<file path="config.mk">
export PLATFORM = sky130hd
export DESIGN_NAME = asc_ctrl
export DESIGN_NICKNAME = d
export VERILOG_FILES = /design/src/verilog/asc_pkg.sv /design/src/verilog/asc_sync.sv /design/src/verilog/asc_ctrl.sv
export VERILOG_INCLUDE_DIRS = /design/src /design/src/verilog
export SDC_FILE = /design/constraint.sdc
export NUM_CORES = 1
export LEC_CHECK = 0
export BUFFER_PORTS_ARGS = -buffer_cell sky130_fd_sc_hd__buf_2
export CAP_MARGIN = 20
export CORE_ASPECT_RATIO = 0.7
export CORE_MARGIN = 2
export CORE_UTILIZATION = 45
export CTS_CLUSTER_DIAMETER = 150
export DETAILED_ROUTE_END_ITERATION = 8
export MAX_ROUTING_LAYER = met4
export PLACE_DENSITY = 0.71
export SLEW_MARGIN = 10
export SYNTH_ARGS = -nofsm -noshare
export SYNTH_HDL_FRONTEND = slang
export SYNTH_HIERARCHICAL = 1
export SYNTH_SLANG_ARGS = --single-unit
</file>
<file path="constraint.sdc">
create_clock -name clk -period 2 [get_ports clk]
set_input_delay 0.1 -clock clk [delete_from_list [all_inputs] [get_ports clk]]
set_output_delay 0.1 -clock clk [all_outputs]
set_load 0.02 [all_outputs]
</file>
<file path="src/verilog/asc_map.svh">
/*
  Constants for the static memory controller: pin levels, widths and
  access timing expressed as cycle counts of the 25 MHz system clock.
  Assumes it is included by bare name from files under verilog/.
*/
`ifndef ASC_MAP_SVH
`define ASC_MAP_SVH

// Memory geometry
`define ASC_ADDR_W        17
`define ASC_DATA_W        8
`define ASC_WORDS         131072

// Clock and timing figures
`define ASC_CLK_PERIOD_PS 40000
`define ASC_T_CYCLE_PS    12000
`define ASC_T_ACCESS_PS   12000
`define ASC_T_GATE_PS     6000
`define ASC_T_WPULSE_PS   8000

// Least times round up to whole cycles, never below one
`define ASC_CEIL_CYC(t) ((((t) + `ASC_CLK_PERIOD_PS - 1) / `ASC_CLK_PERIOD_PS) < 1 ? 1 : \
  (((t) + `ASC_CLK_PERIOD_PS - 1) / `ASC_CLK_PERIOD_PS))

// Cycles held per phase of an access; the access and cycle times tie as the longest figures
`define ASC_ACC_CYC  `ASC_CEIL_CYC(`ASC_T_ACCESS_PS)
`define ASC_WP_CYC   `ASC_CEIL_CYC(`ASC_T_WPULSE_PS)
`define ASC_CYC_CYC  `ASC_CEIL_CYC(`ASC_T_CYCLE_PS)

// Extra read hold for the two-flop data synchroniser, at counter width
`define ASC_SYNC_CYC 4'h2

// Pin levels and counter constants
`define ASC_STROBE_ON     1'b0
`define ASC_STROBE_OFF    1'b1
`define ASC_CNT_W         4
`define ASC_CNT_ZERO      4'h0
`define ASC_CNT_ONE       4'h1

`endif

</file>
<file path="src/verilog/asc_pkg.sv">
/*
  Types for the static memory controller.
  Assumes asc_map.svh sits on the include path.
*/
`include "asc_map.svh"

package asc_pkg;
  // Sequencer phases of one memory access
  typedef enum logic [2:0] {
    ASC_IDLE,
    ASC_RD_WAIT,
    ASC_WR_TURN,
    ASC_WR_PULSE,
    ASC_WR_END,
    ASC_RECOVER
  } asc_state_t;

  typedef logic [`ASC_ADDR_W-1:0] asc_addr_t;
  typedef logic [`ASC_DATA_W-1:0] asc_data_t;
endpackage

</file>
<file path="src/verilog/asc_sync.sv">
/*
  Two flip-flop synchroniser for a bus of pin inputs.
  Assumes clk is the controller clock and rst_n is the released reset.
*/
`timescale 1ns/1ps
`default_nettype none

module asc_sync #(
  parameter int W = 8
) (
  // Clock and reset
  input  wire logic         clk,
  input  wire logic         rst_n,
  // Data
  input  wire logic [W-1:0] d,
  output logic      [W-1:0] q
);
  logic [W-1:0] meta_r;

  // First stage feeds only the second stage
  always_ff @(posedge clk or negedge rst_n) begin
    if (!rst_n) begin
      meta_r <= '0;
      q      <= '0;
    end else begin
      meta_r <= d;
      q      <= meta_r;
    end
  end
endmodule

`default_nettype wire

</file>
<file path="src/verilog/asc_ctrl.sv">
/*
  Controller for a 128K x 8 asynchronous static memory. Takes one-at-a-time
  read and write requests on a simple request port and sequences the select,
  write strobe and output gate pins, with the data pins as in/out/enable.
  Assumes a 25 MHz clk; the data pin level read back is asynchronous and is
  synchronised before use. The memory must meet its 12 ns access figures.
*/
`timescale 1ns/1ps
`default_nettype none
`include "asc_map.svh"

module asc_ctrl
  import asc_pkg::*;
(
  // Clock and reset
  input  wire logic                  clk,
  input  wire logic                  nrst,
  // Request port
  input  wire logic                  req_valid,
  input  wire logic                  req_write,
  input  wire logic [`ASC_ADDR_W-1:0] req_addr,
  input  wire logic [`ASC_DATA_W-1:0] req_wdata,
  output logic                       req_ready,
  output logic                       rsp_valid,
  output logic      [`ASC_DATA_W-1:0] rsp_rdata,
  // Memory pins
  output logic      [`ASC_ADDR_W-1:0] mem_addr,
  output logic                       select_active_low,
  output logic                       select_active_high,
  output logic                       mem_write_n,
  output logic                       mem_gate_n,
  input  wire logic [`ASC_DATA_W-1:0] data_in,
  output logic      [`ASC_DATA_W-1:0] data_out,
  output logic                       data_oe
);

  ////////////////////////////////////////////////////////////////////////
  // Reset release and pin synchronisation

  logic       rst_meta_r;
  logic       rst_n_r;
  asc_data_t  data_sync;

  // Asynchronous assert, synchronous release
  always_ff @(posedge clk or negedge nrst) begin
    if (!nrst) begin
      rst_meta_r <= 1'b0;
      rst_n_r    <= 1'b0;
    end else begin
      rst_meta_r <= 1'b1;
      rst_n_r    <= rst_meta_r;
    end
  end

  asc_sync #(.W(`ASC_DATA_W)) u_data_sync (
    .clk   (clk),
    .rst_n (rst_n_r),
    .d     (data_in),
    .q     (data_sync)
  );

  ////////////////////////////////////////////////////////////////////////
  // Sequencer

  asc_state_t              state_r;
  asc_state_t              state_nxt;
  logic [`ASC_CNT_W-1:0]   cnt_r;
  logic [`ASC_CNT_W-1:0]   cnt_nxt;

  // Counter load: hold count minus one, since entry takes a cycle too
  function automatic logic [`ASC_CNT_W-1:0] hold_cnt(input int cyc);
    hold_cnt = `ASC_CNT_W'(cyc - 1);
  endfunction

  // Ready stays low for a cycle after reset release, so gate on it too
  wire take     = (state_r == ASC_IDLE) && req_valid && req_ready;
  wire cnt_done = (cnt_r == `ASC_CNT_ZERO);
  // Read data sits two flops behind the pins, so wait two more cycles
  wire [`ASC_CNT_W-1:0] rd_load = hold_cnt(`ASC_ACC_CYC) + `ASC_SYNC_CYC;

  // Next-state decode
  always_comb begin
    state_nxt = state_r;
    cnt_nxt   = cnt_done ? cnt_r : cnt_r - `ASC_CNT_ONE;
    unique case (state_r)
      ASC_IDLE: begin
        if (take) begin
          state_nxt = req_write ? ASC_WR_TURN : ASC_RD_WAIT;
          cnt_nxt   = req_write ? `ASC_CNT_ZERO : rd_load;
        end
      end
      ASC_RD_WAIT: begin
        if (cnt_done) begin
          state_nxt = ASC_RECOVER;
          cnt_nxt   = hold_cnt(`ASC_CYC_CYC);
        end
      end
      ASC_WR_TURN: begin
        // Gate already high and data driven here, so memory outputs are off; strobe falls next
        state_nxt = ASC_WR_PULSE;
        cnt_nxt   = hold_cnt(`ASC_WP_CYC);
      end
      ASC_WR_PULSE: begin
        if (cnt_done) begin
          state_nxt = ASC_WR_END;
        end
      end
      ASC_WR_END: begin
        state_nxt = ASC_RECOVER;
        cnt_nxt   = hold_cnt(`ASC_CYC_CYC);
      end
      ASC_RECOVER: begin
        if (cnt_done) begin
          state_nxt = ASC_IDLE;
        end
      end
      // Unused codes fall back to idle
      default: begin
        state_nxt = ASC_IDLE;
      end
    endcase
  end

  // State registers
  always_ff @(posedge clk or negedge rst_n_r) begin
    if (!rst_n_r) begin
      state_r <= ASC_IDLE;
      cnt_r   <= `ASC_CNT_ZERO;
    end else begin
      state_r <= state_nxt;
      cnt_r   <= cnt_nxt;
    end
  end

  ////////////////////////////////////////////////////////////////////////
  // Pin drive, all from flops

  wire sel_nxt   = (state_nxt != ASC_IDLE) && (state_nxt != ASC_RECOVER);
  wire wr_nxt    = (state_nxt == ASC_WR_PULSE);
  wire rd_nxt    = (state_nxt == ASC_RD_WAIT);
  wire drive_nxt = (state_nxt == ASC_WR_TURN) || (state_nxt == ASC_WR_PULSE) ||
                   (state_nxt == ASC_WR_END);
  wire rsp_nxt   = (state_r == ASC_RD_WAIT) && cnt_done;

  // Strobes; gate stays high across a write, so data drive never meets memory output
  always_ff @(posedge clk or negedge rst_n_r) begin
    if (!rst_n_r) begin
      select_active_low  <= `ASC_STROBE_OFF;
      select_active_high <= 1'b0;
      mem_write_n        <= `ASC_STROBE_OFF;
      mem_gate_n         <= `ASC_STROBE_OFF;
      data_oe            <= 1'b0;
    end else begin
      select_active_low  <= ~sel_nxt;
      select_active_high <= sel_nxt;
      mem_write_n        <= ~wr_nxt;
      mem_gate_n         <= ~rd_nxt;
      data_oe            <= drive_nxt;
    end
  end

  // Address and data latched at acceptance and held for the access
  always_ff @(posedge clk or negedge rst_n_r) begin
    if (!rst_n_r) begin
      mem_addr <= '0;
      data_out <= '0;
    end else if (take) begin
      mem_addr <= req_addr;
      data_out <= req_wdata;
    end
  end

  // Request handshake and read answer
  always_ff @(posedge clk or negedge rst_n_r) begin
    if (!rst_n_r) begin
      req_ready <= 1'b0;
      rsp_valid <= 1'b0;
      rsp_rdata <= '0;
    end else begin
      req_ready <= (state_nxt == ASC_IDLE);
      rsp_valid <= rsp_nxt;
      if (rsp_nxt) begin
        rsp_rdata <= data_sync;
      end
    end
  end

endmodule

`default_nettype wire

</file>
==> flow_metrics.py, run 1 <==
metrics = {
    "timing": {
        "rsz0062_at_grt": "no",
        "max_freq_mhz": 558,
        "period_minus_slack_ps": 1790,
        "hold_viol": 0,
        "period_share": 0.896,
        "setup_tns_ps": 0,
        "fin_skew_ps": 4.86,
        "slew_viol_final": 0,
        "finalSetupViolCount": 0,
    },
    "route": {
        "drt_first_pass_iters": 4,
        "drc": 0,
        "wl_mm": 5.09,
        "maxUsedRoutingLayer": "met4",
        "drt_iter0_markers": 78,
        "wire_per_inst_microns": 14.4,
        "wl_met2_mm": 2.44,
        "met3_length_microns": 286,
        "wl_met1_mm": 2.27,
        "postRouteAntennaNets": 0,
        "drt-vias-per-instance": 4.74,
        "num_vias": 1674,
    },
    "synth": {
        "synthFlopType": "dfrtp_1",
        "synth_compound_area_frac": 0.0506,
        "synth_fa_ha_area_frac": 0.0140,
        "async_flop_share": 1.00,
        "ys_types": 34,
        "syn_inst": 156,
        "netlist_area_sq_mm": 0.00250,
        "yosys_warnings": 6,
        "syn_nets": 195,
        "ys_ff_latch": 65,
        "synth_xor_area_frac": 0,
        "ys_top_cells_by_area": "dfrtp_1 (62%), mux2_4 (10%), mux2_2 (7.7%), dfstp_2 (3.2%), buf_12 (2.4%)",
        "synth_edf_count": 0,
        "synth.top_cell.area_share": 0.621,
        "synth_largest_area_cell": "dfrtp_1",
        "synthSimpleGateAreaFrac": 0.0551,
        "avgSynthCellArea_sq_um": 16.0,
        "synth_mux_area_frac": 0.183,
        "ys_seq_area_frac": 0.653,
        "synth_top_family_by_area": "multiplexers",
    },
    "worst_setup_path": {
        "timing.rr.start": "cnt_r[0]$_DFF_PN0_",
        "critical_path.cell_chain": "inv_1 > ha_1 > nor3b_2 > nand3_2 > mux2_2",
        "critPathSlowestCell": "dfrtp_1",
        "reg2reg_depth": 5,
        "rrSetupSlack_ps": 210,
        "crit_end": "rsp_rdata[7]$_DFFE_PN0P_",
        "worstPathArrival_ps": 2010,
        "startpoint": "cnt_r[0]$_DFF_PN0_",
        "crit_required_ps": 2220,
        "worst-setup-path-type": "register to register",
        "worst_setup_path_start_kind": "register",
        "cpPeakStageDelay_ps": 380,
        "r2r-end": "rsp_rdata[7]$_DFFE_PN0P_",
        "critPathCaptureType": "register",
        "path_max_fanout": 9,
    },
    "die": {
        "die_w_microns": 93.0,
        "start_util": 0.473,
        "core_area_sq_mm": 0.00529,
        "ios": 77,
        "row_count": 22,
        "die_h_microns": 66.3,
        "die_area_sq_mm": 0.00617,
    },
    "pwr": {
        "total_power_mw": 5.40,
        "vdd_drop_max_uv": 752,
        "p_per_area_mw_per_mm2": 1530,
        "power_leakage_nw": 1.70,
    },
    "finish": {
        "utilization": 0.668,
        "nNetsFinal": 315,
        "drive_gt1_frac": 0.512,
        "area_delta_synth_final_pct": 41.3,
        "n_antenna_cell": 0,
        "multi_input_area_sq_um": 759,
        "nFillCells": 376,
        "stdcell_area_sq_mm": 0.00353,
        "layoutNonFillerInstCount": 353,
        "ff_latch_area_sq_mm": 0.00163,
    },
    "placed_design": {
        "portBuffers": 76,
        "dp_hpwl_mm": 3.25,
        "dp.cells": 304,
        "place_congestion": 0.916,
        "place_area_sq_mm": 0.00295,
    },
    "min_path": {
        "hold_path.class": "input port to register",
    },
    "global_route": {
        "grt_pass1_wl_mm": 8.34,
        "antenna_found_initial": 0,
        "grt_overflow": 0,
        "grt_pass1_vias": 1780,
        "grt_use_total": 0.189,
        "grt_start_max_net_pins": 60,
    },
    "clock_network": {
        "tritoncts": "built",
        "ctsHtreeMaxLevel": 3,
        "clkTransAtPathRegs_ps": 70,
        "cts_buffer_depth": 2,
        "cts_inserted_buffers": 9,
        "clockRootBuffer": "clkbuf_8",
        "clk_latency_ps": 330,
        "numClockSinks": 65,
        "cts_resized": 0,
    },
    "run_status": {
        "status": "completed",
    },
    "flow_run": {
        "drv_cap": 0,
    },
}
layer usage:
layer | up-vias | track usage
met2 | 61 | 0.302
met4 | 0 | 0.0864
met3 | 11 | 0.0661
met1 | 822 | 0.218
met5 | - | -
li1 | 780 | -
worst max-delay path, delay by kind of cell (launching register included):
| family | cells | cell delay [ps] |
|---|---|---|
| adder cells (fa/ha/maj) | 1 | 230 |
| flip-flops | 1 | 380 |
| multiplexers | 1 | 340 |
| buffers and inverters | 1 | 90 |
| AND/OR/NAND/NOR | 2 | 640 |
area by class of cell:
| type | instances | share of cell area |
|---|---|---|
| well taps | 72 | 0.0255 |
| clock inverters | 6 | 0.0326 |
| flip-flops and latches | 65 | 0.462 |
| repair buffers | 115 | 0.218 |
| clock buffers | 10 | 0.0390 |
| multi-input cells | 78 | 0.215 |
| inverters | 7 | 0.00745 |
Yosys cell counts, types with 2 or more instances:
cell       n
buf_2      2
nand3_1    3
o21ai_0    4
dfstp_2    3
mux2_4    17
nor2_1     4
buf_12     3
ha_1       2
dfrtp_1   62
mux2_2    17
nand2_1    2
nand3b_1   2
nor3_1     2
a21oi_1    7
inv_1      7
worst min path at each step:
stage            startpoint                       to  depth (start not counted)
4_1_cts        req_wdata[6]  data_out[6]$_DFFE_PN0P_                          2
2_1_floorplan          nrst     rst_meta_r$_DFF_PN0_                          0
3_5_place_dp           nrst     rst_meta_r$_DFF_PN0_                          1
6_report        req_addr[8]  mem_addr[8]$_DFFE_PN0P_                          2
5_1_grt         req_addr[8]  mem_addr[8]$_DFFE_PN0P_                          2
3_3_place_gp           nrst     rst_meta_r$_DFF_PN0_                          1
flip-flops by register name, indices dropped and copies added (netlist names):
register and cells:
mem_write_n 1, req_ready 1, mem_addr 17, u_data_sync/meta_r 8, mem_gate_n 1, data_out 8, data_oe 1, rst_n_r 1
select_active_high 1, select_active_low 1, u_data_sync/q 8, rsp_valid 1, cnt_r 4, rst_meta_r 1, rsp_rdata 8, state_r 3
placed cells by master, fill, tap and decap left out, drive strengths merged, types with 2 or more instances in the layout:
cell	count
bufinv	3
dfrtp	62
nand3b	2
dlygate4sd3	33
o21ai	4
dfstp	3
mux2	34
ha	2
buf	82
a21oi	7
clkinv	2
nor2	4
nor3	3
nand3	4
a21o	2
inv	7
nand2	2
clkbuf	10
stage by stage:
| step | setup slack, ps | hold slack, ps |
|---|---|---|
| 2_1_floorplan | 61.3 | -196 |
| 3_3_place_gp | 309 | -114 |
| 3_5_place_dp | 192 | -111 |
| 4_1_cts | 185 | 4.39 |
| 5_1_grt | 50.3 | 2.16 |
| 6_report | 209 | 22.6 |
repair_timing:
item,CTS,global route
hold buffers,31,2
hold endpoints to repair,32,2
setup buffers,0,0
power by group:
group          leakage, nW  internal [mW]  switching (mW)
Sequential           0.781           1.78           0.258
Combinational        0.800          0.930            1.07
Clock                0.123          0.865           0.491
cells by family after synthesis:
group | after synthesis
compound gates | 19
fa+ha+maj | 3
buf+inv | 13
flops | 65
mux | 35
other cells | 1
simple gates | 20
No activity file was read; power rests on OpenSTA's default activity.
==> inputs of run 2 (changes only) <==
--- a/config.mk
+++ b/config.mk
@@ -6,6 +6,7 @@
 export SDC_FILE = /design/constraint.sdc
 export NUM_CORES = 1
 export LEC_CHECK = 0
+export ABC_AREA = 1
 export BUFFER_PORTS_ARGS = -buffer_cell sky130_fd_sc_hd__buf_2
 export CAP_MARGIN = 20
 export CORE_ASPECT_RATIO = 0.7
@@ -14,7 +15,7 @@
 export CTS_CLUSTER_DIAMETER = 150
 export DETAILED_ROUTE_END_ITERATION = 8
 export MAX_ROUTING_LAYER = met4
-export PLACE_DENSITY = 0.71
+export PLACE_DENSITY = 0.72
 export SLEW_MARGIN = 10
 export SYNTH_ARGS = -nofsm -noshare
 export SYNTH_HDL_FRONTEND = slang
==> constraint.sdc (replaced) <==
create_clock -name clk -period 2 [get_ports clk]
set_input_delay 0 -clock clk [delete_from_list [all_inputs] [get_ports clk]]
set_output_delay 0 -clock clk [all_outputs]
set_load 0.02 [all_outputs]
==> run 2 against run 1 <==
Net effect: cell area decreased by 2.0%; register-to-register slack gained 230 ps; critical path type unchanged; sequential share of layout area grew 0.94 points; largest cell class unchanged; non-clock buffer count decreased by 1.
==> flow_metrics.py, run 2 <==
metrics = {
    "synth": {
        "async_flop_share": 1.00,
        "synth_compound_area_frac": 0.0211,
        "synth_xor_area_frac": 0.00369,
        "synthSimpleGateAreaFrac": 0.237,
        "synthFlopType": "dfrtp_1",
        "synth_mux_area_frac": 0,
        "ys_seq_area_frac": 0.687,
        "syn_inst": 240,
        "netlist_area_sq_mm": 0.00237,
        "synth_most_common_cell": "nand2_1",
        "synth_largest_area_cell": "dfrtp_1",
        "synthTopCellsByCount": "nand2_1 (118), dfrtp_1 (62), inv_1 (17)",
        "synth_top_family_by_area": "simple AND/OR/NAND/NOR gates",
        "ys_ff_latch": 65,
        "avgSynthCellArea_sq_um": 9.89,
        "ys_types": 21,
        "synth.top_cell.area_share": 0.653,
        "syn_nets": 279,
        "yosys_warnings": 6,
        "synth_fa_ha_area_frac": 0.0105,
        "synth_edf_count": 0,
        "ys_top_cells_by_area": "dfrtp_1 (65%), nand2_1 (19%), dfstp_2 (3.3%), inv_1 (2.7%), nand3_1 (1.3%)",
    },
    "min_path": {
        "min_path_cells": 5,
        "hold_path.class": "input port to register",
        "worstHoldStart": "req_valid",
        "min_to": "mem_addr[14]$_DFFE_PN0P_",
    },
    "placed_design": {
        "place_congestion": 0.860,
        "portBuffers": 76,
        "dp_hpwl_mm": 3.35,
        "place_area_sq_mm": 0.00285,
    },
    "die": {
        "ios": 77,
        "row_count": 22,
        "die_w_microns": 90.8,
        "start_util": 0.459,
        "die_area_sq_mm": 0.00588,
        "core_area_sq_mm": 0.00517,
        "die_h_microns": 64.8,
    },
    "pwr": {
        "p_per_area_mw_per_mm2": 1540,
        "power_leakage_nw": 1.93,
        "vdd_drop_max_uv": 783,
    },
    "finish": {
        "area_delta_synth_final_pct": 45.6,
        "nFillCells": 451,
        "nNetsFinal": 400,
        "stdcell_area_sq_mm": 0.00346,
        "final_cell_mix": "nand2_1 (118), buf_2 (76), dfrtp_1 (61)",
        "largest_reg_flops": 17,
        "layout_commonest_cell": "nand2_1",
        "regMostFlops": "mem_addr",
        "drive_gt1_frac": 0.287,
        "n_antenna_cell": 0,
    },
    "timing": {
        "period_minus_slack_ps": 1560,
        "fin_skew_ps": 7.42,
        "holdWs_ps": 146,
        "hold_viol": 0,
        "slew_viol_final": 0,
        "period_share": 0.781,
        "finalSetupViolCount": 0,
        "setup_tns_ps": 0,
        "rsz0062_at_grt": "no",
        "max_freq_mhz": 640,
    },
    "worst_setup_path": {
        "timing.rr.start": "cnt_r[0]$_DFF_PN0_",
        "r2r-end": "rsp_rdata[7]$_DFFE_PN0P_",
        "worst-setup-path-type": "register to register",
        "critPathCaptureType": "register",
        "reg2reg_depth": 7,
        "crit_required_ps": 2230,
        "worstPathArrival_ps": 1800,
        "path_max_fanout": 10,
        "rrSetupSlack_ps": 440,
        "worst_setup_path_start_kind": "register",
    },
    "clock_network": {
        "post_cts_buffers": 0,
        "numClockSinks": 65,
        "cts_buffer_depth": 2,
        "cts_inserted_buffers": 9,
        "clk_latency_ps": 340,
        "tritoncts": "built",
        "clockRootBuffer": "clkbuf_8",
        "clkTransAtPathRegs_ps": 70,
        "ctsHtreeMaxLevel": 3,
        "cts_resized": 0,
    },
    "global_route": {
        "grt_overflow": 0,
        "antenna_found_initial": 0,
        "grt_pass1_vias": 1862,
        "grt_use_total": 0.206,
        "grt_pass1_wl_mm": 9.00,
        "grt_start_max_net_pins": 48,
    },
    "flow_run": {
        "drv_cap": 0,
    },
    "route": {
        "postRouteAntennaNets": 0,
        "drt-vias-per-instance": 4.41,
        "wire_per_inst_microns": 12.0,
        "wl_mm": 5.24,
        "drc": 0,
        "num_vias": 1931,
        "drt_iter0_markers": 106,
        "drt_first_pass_iters": 4,
    },
    "run_status": {
        "status": "completed",
    },
}
run 2: worst max path at each step:
stage | slack (ps) | endpoint | from | depth (start not counted)
2_1_floorplan | 60 | cnt_r[0]$_DFF_PN0_ | rst_n_r$_DFF_PN0_ | 0
3_3_place_gp | 460 | rsp_rdata[5]$_DFFE_PN0P_ | cnt_r[0]$_DFF_PN0_ | 7
3_5_place_dp | 440 | rsp_rdata[5]$_DFFE_PN0P_ | cnt_r[0]$_DFF_PN0_ | 7
4_1_cts | 420 | rsp_rdata[5]$_DFFE_PN0P_ | cnt_r[1]$_DFF_PN0_ | 7
5_1_grt | 250 | rsp_rdata[5]$_DFFE_PN0P_ | cnt_r[1]$_DFF_PN0_ | 7
6_report | 440 | rsp_rdata[7]$_DFFE_PN0P_ | cnt_r[0]$_DFF_PN0_ | 7
run 2: per-stage QoR:
stage / utilization / setup WS, ps / power [mW] / instances
2_1_floorplan: - / 61.3 / 3.32 / 240
3_3_place_gp: 0.551 / 458 / 3.90 / 386
3_5_place_dp: 0.551 / 438 / 3.96 / 386
4_1_cts: 0.668 / 418 / 5.37 / 438
5_1_grt: 0.668 / 254 / 5.73 / 438
6_report: 0.668 / 439 / 5.33 / 438
run 2: critical path, stage by stage, from the launching register on:
cell and delay, ps:
dfrtp_1 380, inv_1 80, ha_1 250, nand2_2 130, nor2_4 260, inv_1 200, nand2_1 110, nand2_1 50
run 2: routing by layer:
layer / wire, microns / part of all wire / track usage
met1: 2590 / 0.49 / 0.279
met3: 374 / 0.071 / 0.0767
met2: 2230 / 0.43 / 0.295
met4: 44 / 0.0084 / 0.0568
met5: 0 / 0 / -
run 2: kinds of logic (layout without fill, tap and decap cells):
group	after synthesis	after routing
compound gates	9	9
xor+xnor	1	1
fa+ha+maj	2	2
buf+inv	24	150
flops	65	65
other cells	1	1
simple gates	138	138
run 2: what timing repair did:
action                                  CTS  global route
endpoints found under the setup margin    0             0
endpoints found under the hold margin    36             0
hold buffers                             36             0
run 2: area by class of cell:
cell class                 instances  area, sq um  area share
timing repair buffer             114          768       0.222
clock buffer                      10          128      0.0369
tap                               72         90.1      0.0260
inverter                          20         75.1      0.0217
sequential                        65         1630       0.472
clock inverter                     6          116      0.0336
multi-input combinational        151          649       0.188
run 2: power breakdown:
part	total, mW	switching [mW]	internal, mW
registers	2.01	0.239	1.77
logic	1.98	1.31	0.671
clock network	1.34	0.503	0.834
==> inputs of run 3 (changes only) <==
==> constraint.sdc (replaced) <==
create_clock -name clk -period 1.29 [get_ports clk]
set_input_delay 0 -clock clk [delete_from_list [all_inputs] [get_ports clk]]
set_output_delay 0 -clock clk [all_outputs]
set_load 0.02 [all_outputs]
==> run 3 against run 2 <==
Net effect: clock power up 69%; global-route usage up 0.42 points; the flow now finishes with violations (setup timing); cell area up 7.5%; first-iteration DRC count down 17%; count of clock-buffer cells in the layout unchanged; die area unchanged; largest power group is now combinational logic; clock skew down 0.77 ps; core utilization up 5.0 points; largest cell class unchanged.
==> flow_metrics.py, run 3 (synthesis gave the netlist of run 2 again) <==
metrics = {
    "route": {
        "wire_per_inst_microns": 12.2,
        "drc": 0,
        "drt_first_pass_iters": 4,
        "num_vias": 2007,
        "drt_iter0_markers": 88,
        "drt-vias-per-instance": 4.41,
        "wl_mm": 5.57,
        "postRouteAntennaNets": 0,
    },
    "global_route": {
        "grt_pass1_vias": 1959,
        "grt_start_max_net_pins": 37,
        "antenna_found_initial": 0,
        "grt_pass1_wl_mm": 9.21,
        "grt_use_total": 0.210,
        "grt_overflow": 0,
    },
    "worst_setup_path": {
        "timing.rr.start": "cnt_r[1]$_DFF_PN0_",
        "path_max_fanout": 3,
        "crit_required_ps": 1520,
        "rrSetupSlack_ps": -20,
        "worst_setup_path_start_kind": "register",
        "r2r-end": "select_active_high$_DFF_PN0_",
        "worst-setup-path-type": "register to register",
        "worstPathArrival_ps": 1540,
        "critPathCaptureType": "register",
        "reg2reg_depth": 9,
    },
    "finish": {
        "nNetsFinal": 417,
        "utilization": 0.718,
        "layoutNonFillerInstCount": 455,
        "final_cell_mix": "nand2_1 (114), buf_2 (76), dfrtp_1 (61)",
        "drive_gt1_frac": 0.363,
        "area_delta_synth_final_pct": 56.5,
        "layout_commonest_cell": "nand2_1",
        "regMostFlops": "mem_addr",
        "largest_reg_flops": 17,
        "n_antenna_cell": 0,
    },
    "clock_network": {
        "clockRootBuffer": "clkbuf_8",
        "cts_buffer_depth": 2,
        "tritoncts": "built",
        "clk_latency_ps": 340,
        "cts_inserted_buffers": 9,
        "ctsHtreeMaxLevel": 3,
        "numClockSinks": 65,
        "clkTransAtPathRegs_ps": 70,
    },
    "timing": {
        "slew_viol_final": 0,
        "period_minus_slack_ps": 1310,
        "max_freq_mhz": 763,
        "layout_setup_ws_ps": -20.2,
        "finalSetupViolCount": 4,
        "fin_skew_ps": 6.65,
        "rsz0062_at_grt": "yes",
        "period_share": 1.02,
        "hold_viol": 0,
    },
    "pwr": {
        "power_leakage_nw": 2.06,
        "p_per_area_mw_per_mm2": 2450,
        "vdd_drop_max_uv": 1410,
    },
    "placed_design": {
        "dp.cells": 400,
        "dp_hpwl_mm": 3.31,
        "dp_slack_ps": -72.2,
        "portBuffers": 76,
        "place_congestion": 0.849,
    },
    "die": {
        "ios": 77,
        "die_h_microns": 64.8,
        "row_count": 22,
        "die_w_microns": 90.8,
        "die_area_sq_mm": 0.00588,
        "core_area_sq_mm": 0.00517,
        "start_util": 0.459,
    },
    "run_status": {
        "status": "finished with violations",
        "violations": "setup timing",
    },
    "min_path": {
        "min_path_cells": 5,
        "hold_path.class": "input port to register",
        "worstHoldStart": "req_valid",
        "min_to": "state_r[1]$_DFF_PN0_",
    },
    "flow_run": {
        "drv_cap": 0,
    },
}
run 3: metal layers:
layer | track usage | wire (microns) | up-vias
met4 | 0.0341 | 47 | 0
met3 | 0.0860 | 299 | 8
met5 | - | 0 | -
li1 | - | - | 1006
met2 | 0.321 | 2650 | 59
met1 | 0.272 | 2570 | 934
run 3: worst max-delay path, cell delays in order, from the launching register on:
cell and delay, ps:
dfrtp_1 390, inv_2 90, ha_4 170, nand3_4 110
nand2_4 100, nand2_1 80, nor2_4 120, nand2_1 60
nand2_1 50, nand2_1 40
run 3: worst max path at each step:
stage                    startpoint                      endpoint  slack [ps]  cells after the start
2_1_floorplan    cnt_r[0]$_DFF_PN0_      rsp_rdata[0]$_DFFE_PN0P_           2                      7
3_3_place_gp     cnt_r[0]$_DFF_PN0_  select_active_high$_DFF_PN0_         -50                      9
3_5_place_dp     cnt_r[0]$_DFF_PN0_  select_active_high$_DFF_PN0_         -70                      9
4_1_cts          cnt_r[0]$_DFF_PN0_  select_active_high$_DFF_PN0_         -40                      9
5_1_grt        state_r[0]$_DFF_PN0_  select_active_high$_DFF_PN0_        -120                      9
6_report         cnt_r[1]$_DFF_PN0_  select_active_high$_DFF_PN0_         -20                      9
run 3: where the power goes:
part	switching, mW	internal (mW)
clock	0.775	1.49
combinational	2.30	1.44
sequential	0.353	2.75
total	3.43	5.68
run 3: metrics by stage:
stage | TNS, ps | cell area [sq um] | total power [mW] | hold slack (ps)
global placement | -53.5 | 2960 | 6.30 | -213
global route | -2430 | 3720 | 9.74 | 182
finish | -42.9 | 3720 | 9.11 | 135
detailed placement | -749 | 2960 | 6.39 | -211
CTS | -68.4 | 3620 | 8.85 | 188
floorplan | 0 | 2380 | 5.17 | -296
run 3: what timing repair did:
item,in CTS,in global routing
endpoints found under the hold margin,36,0
endpoints found under the setup margin,38,42
hold buffers,36,0
setup buffers,1,3
resized for setup,9,20
pin swaps,2,9
run 3: area by class of cell:
cell class,instances,area [sq um]
Tap cell,72,90.1
Fill cell,405,1460
Multi-Input combinational cell,151,748
Sequential cell,65,1630
Clock buffer,10,128
Clock inverter,6,138
Inverter,20,77.6
Timing Repair Buffer,131,903
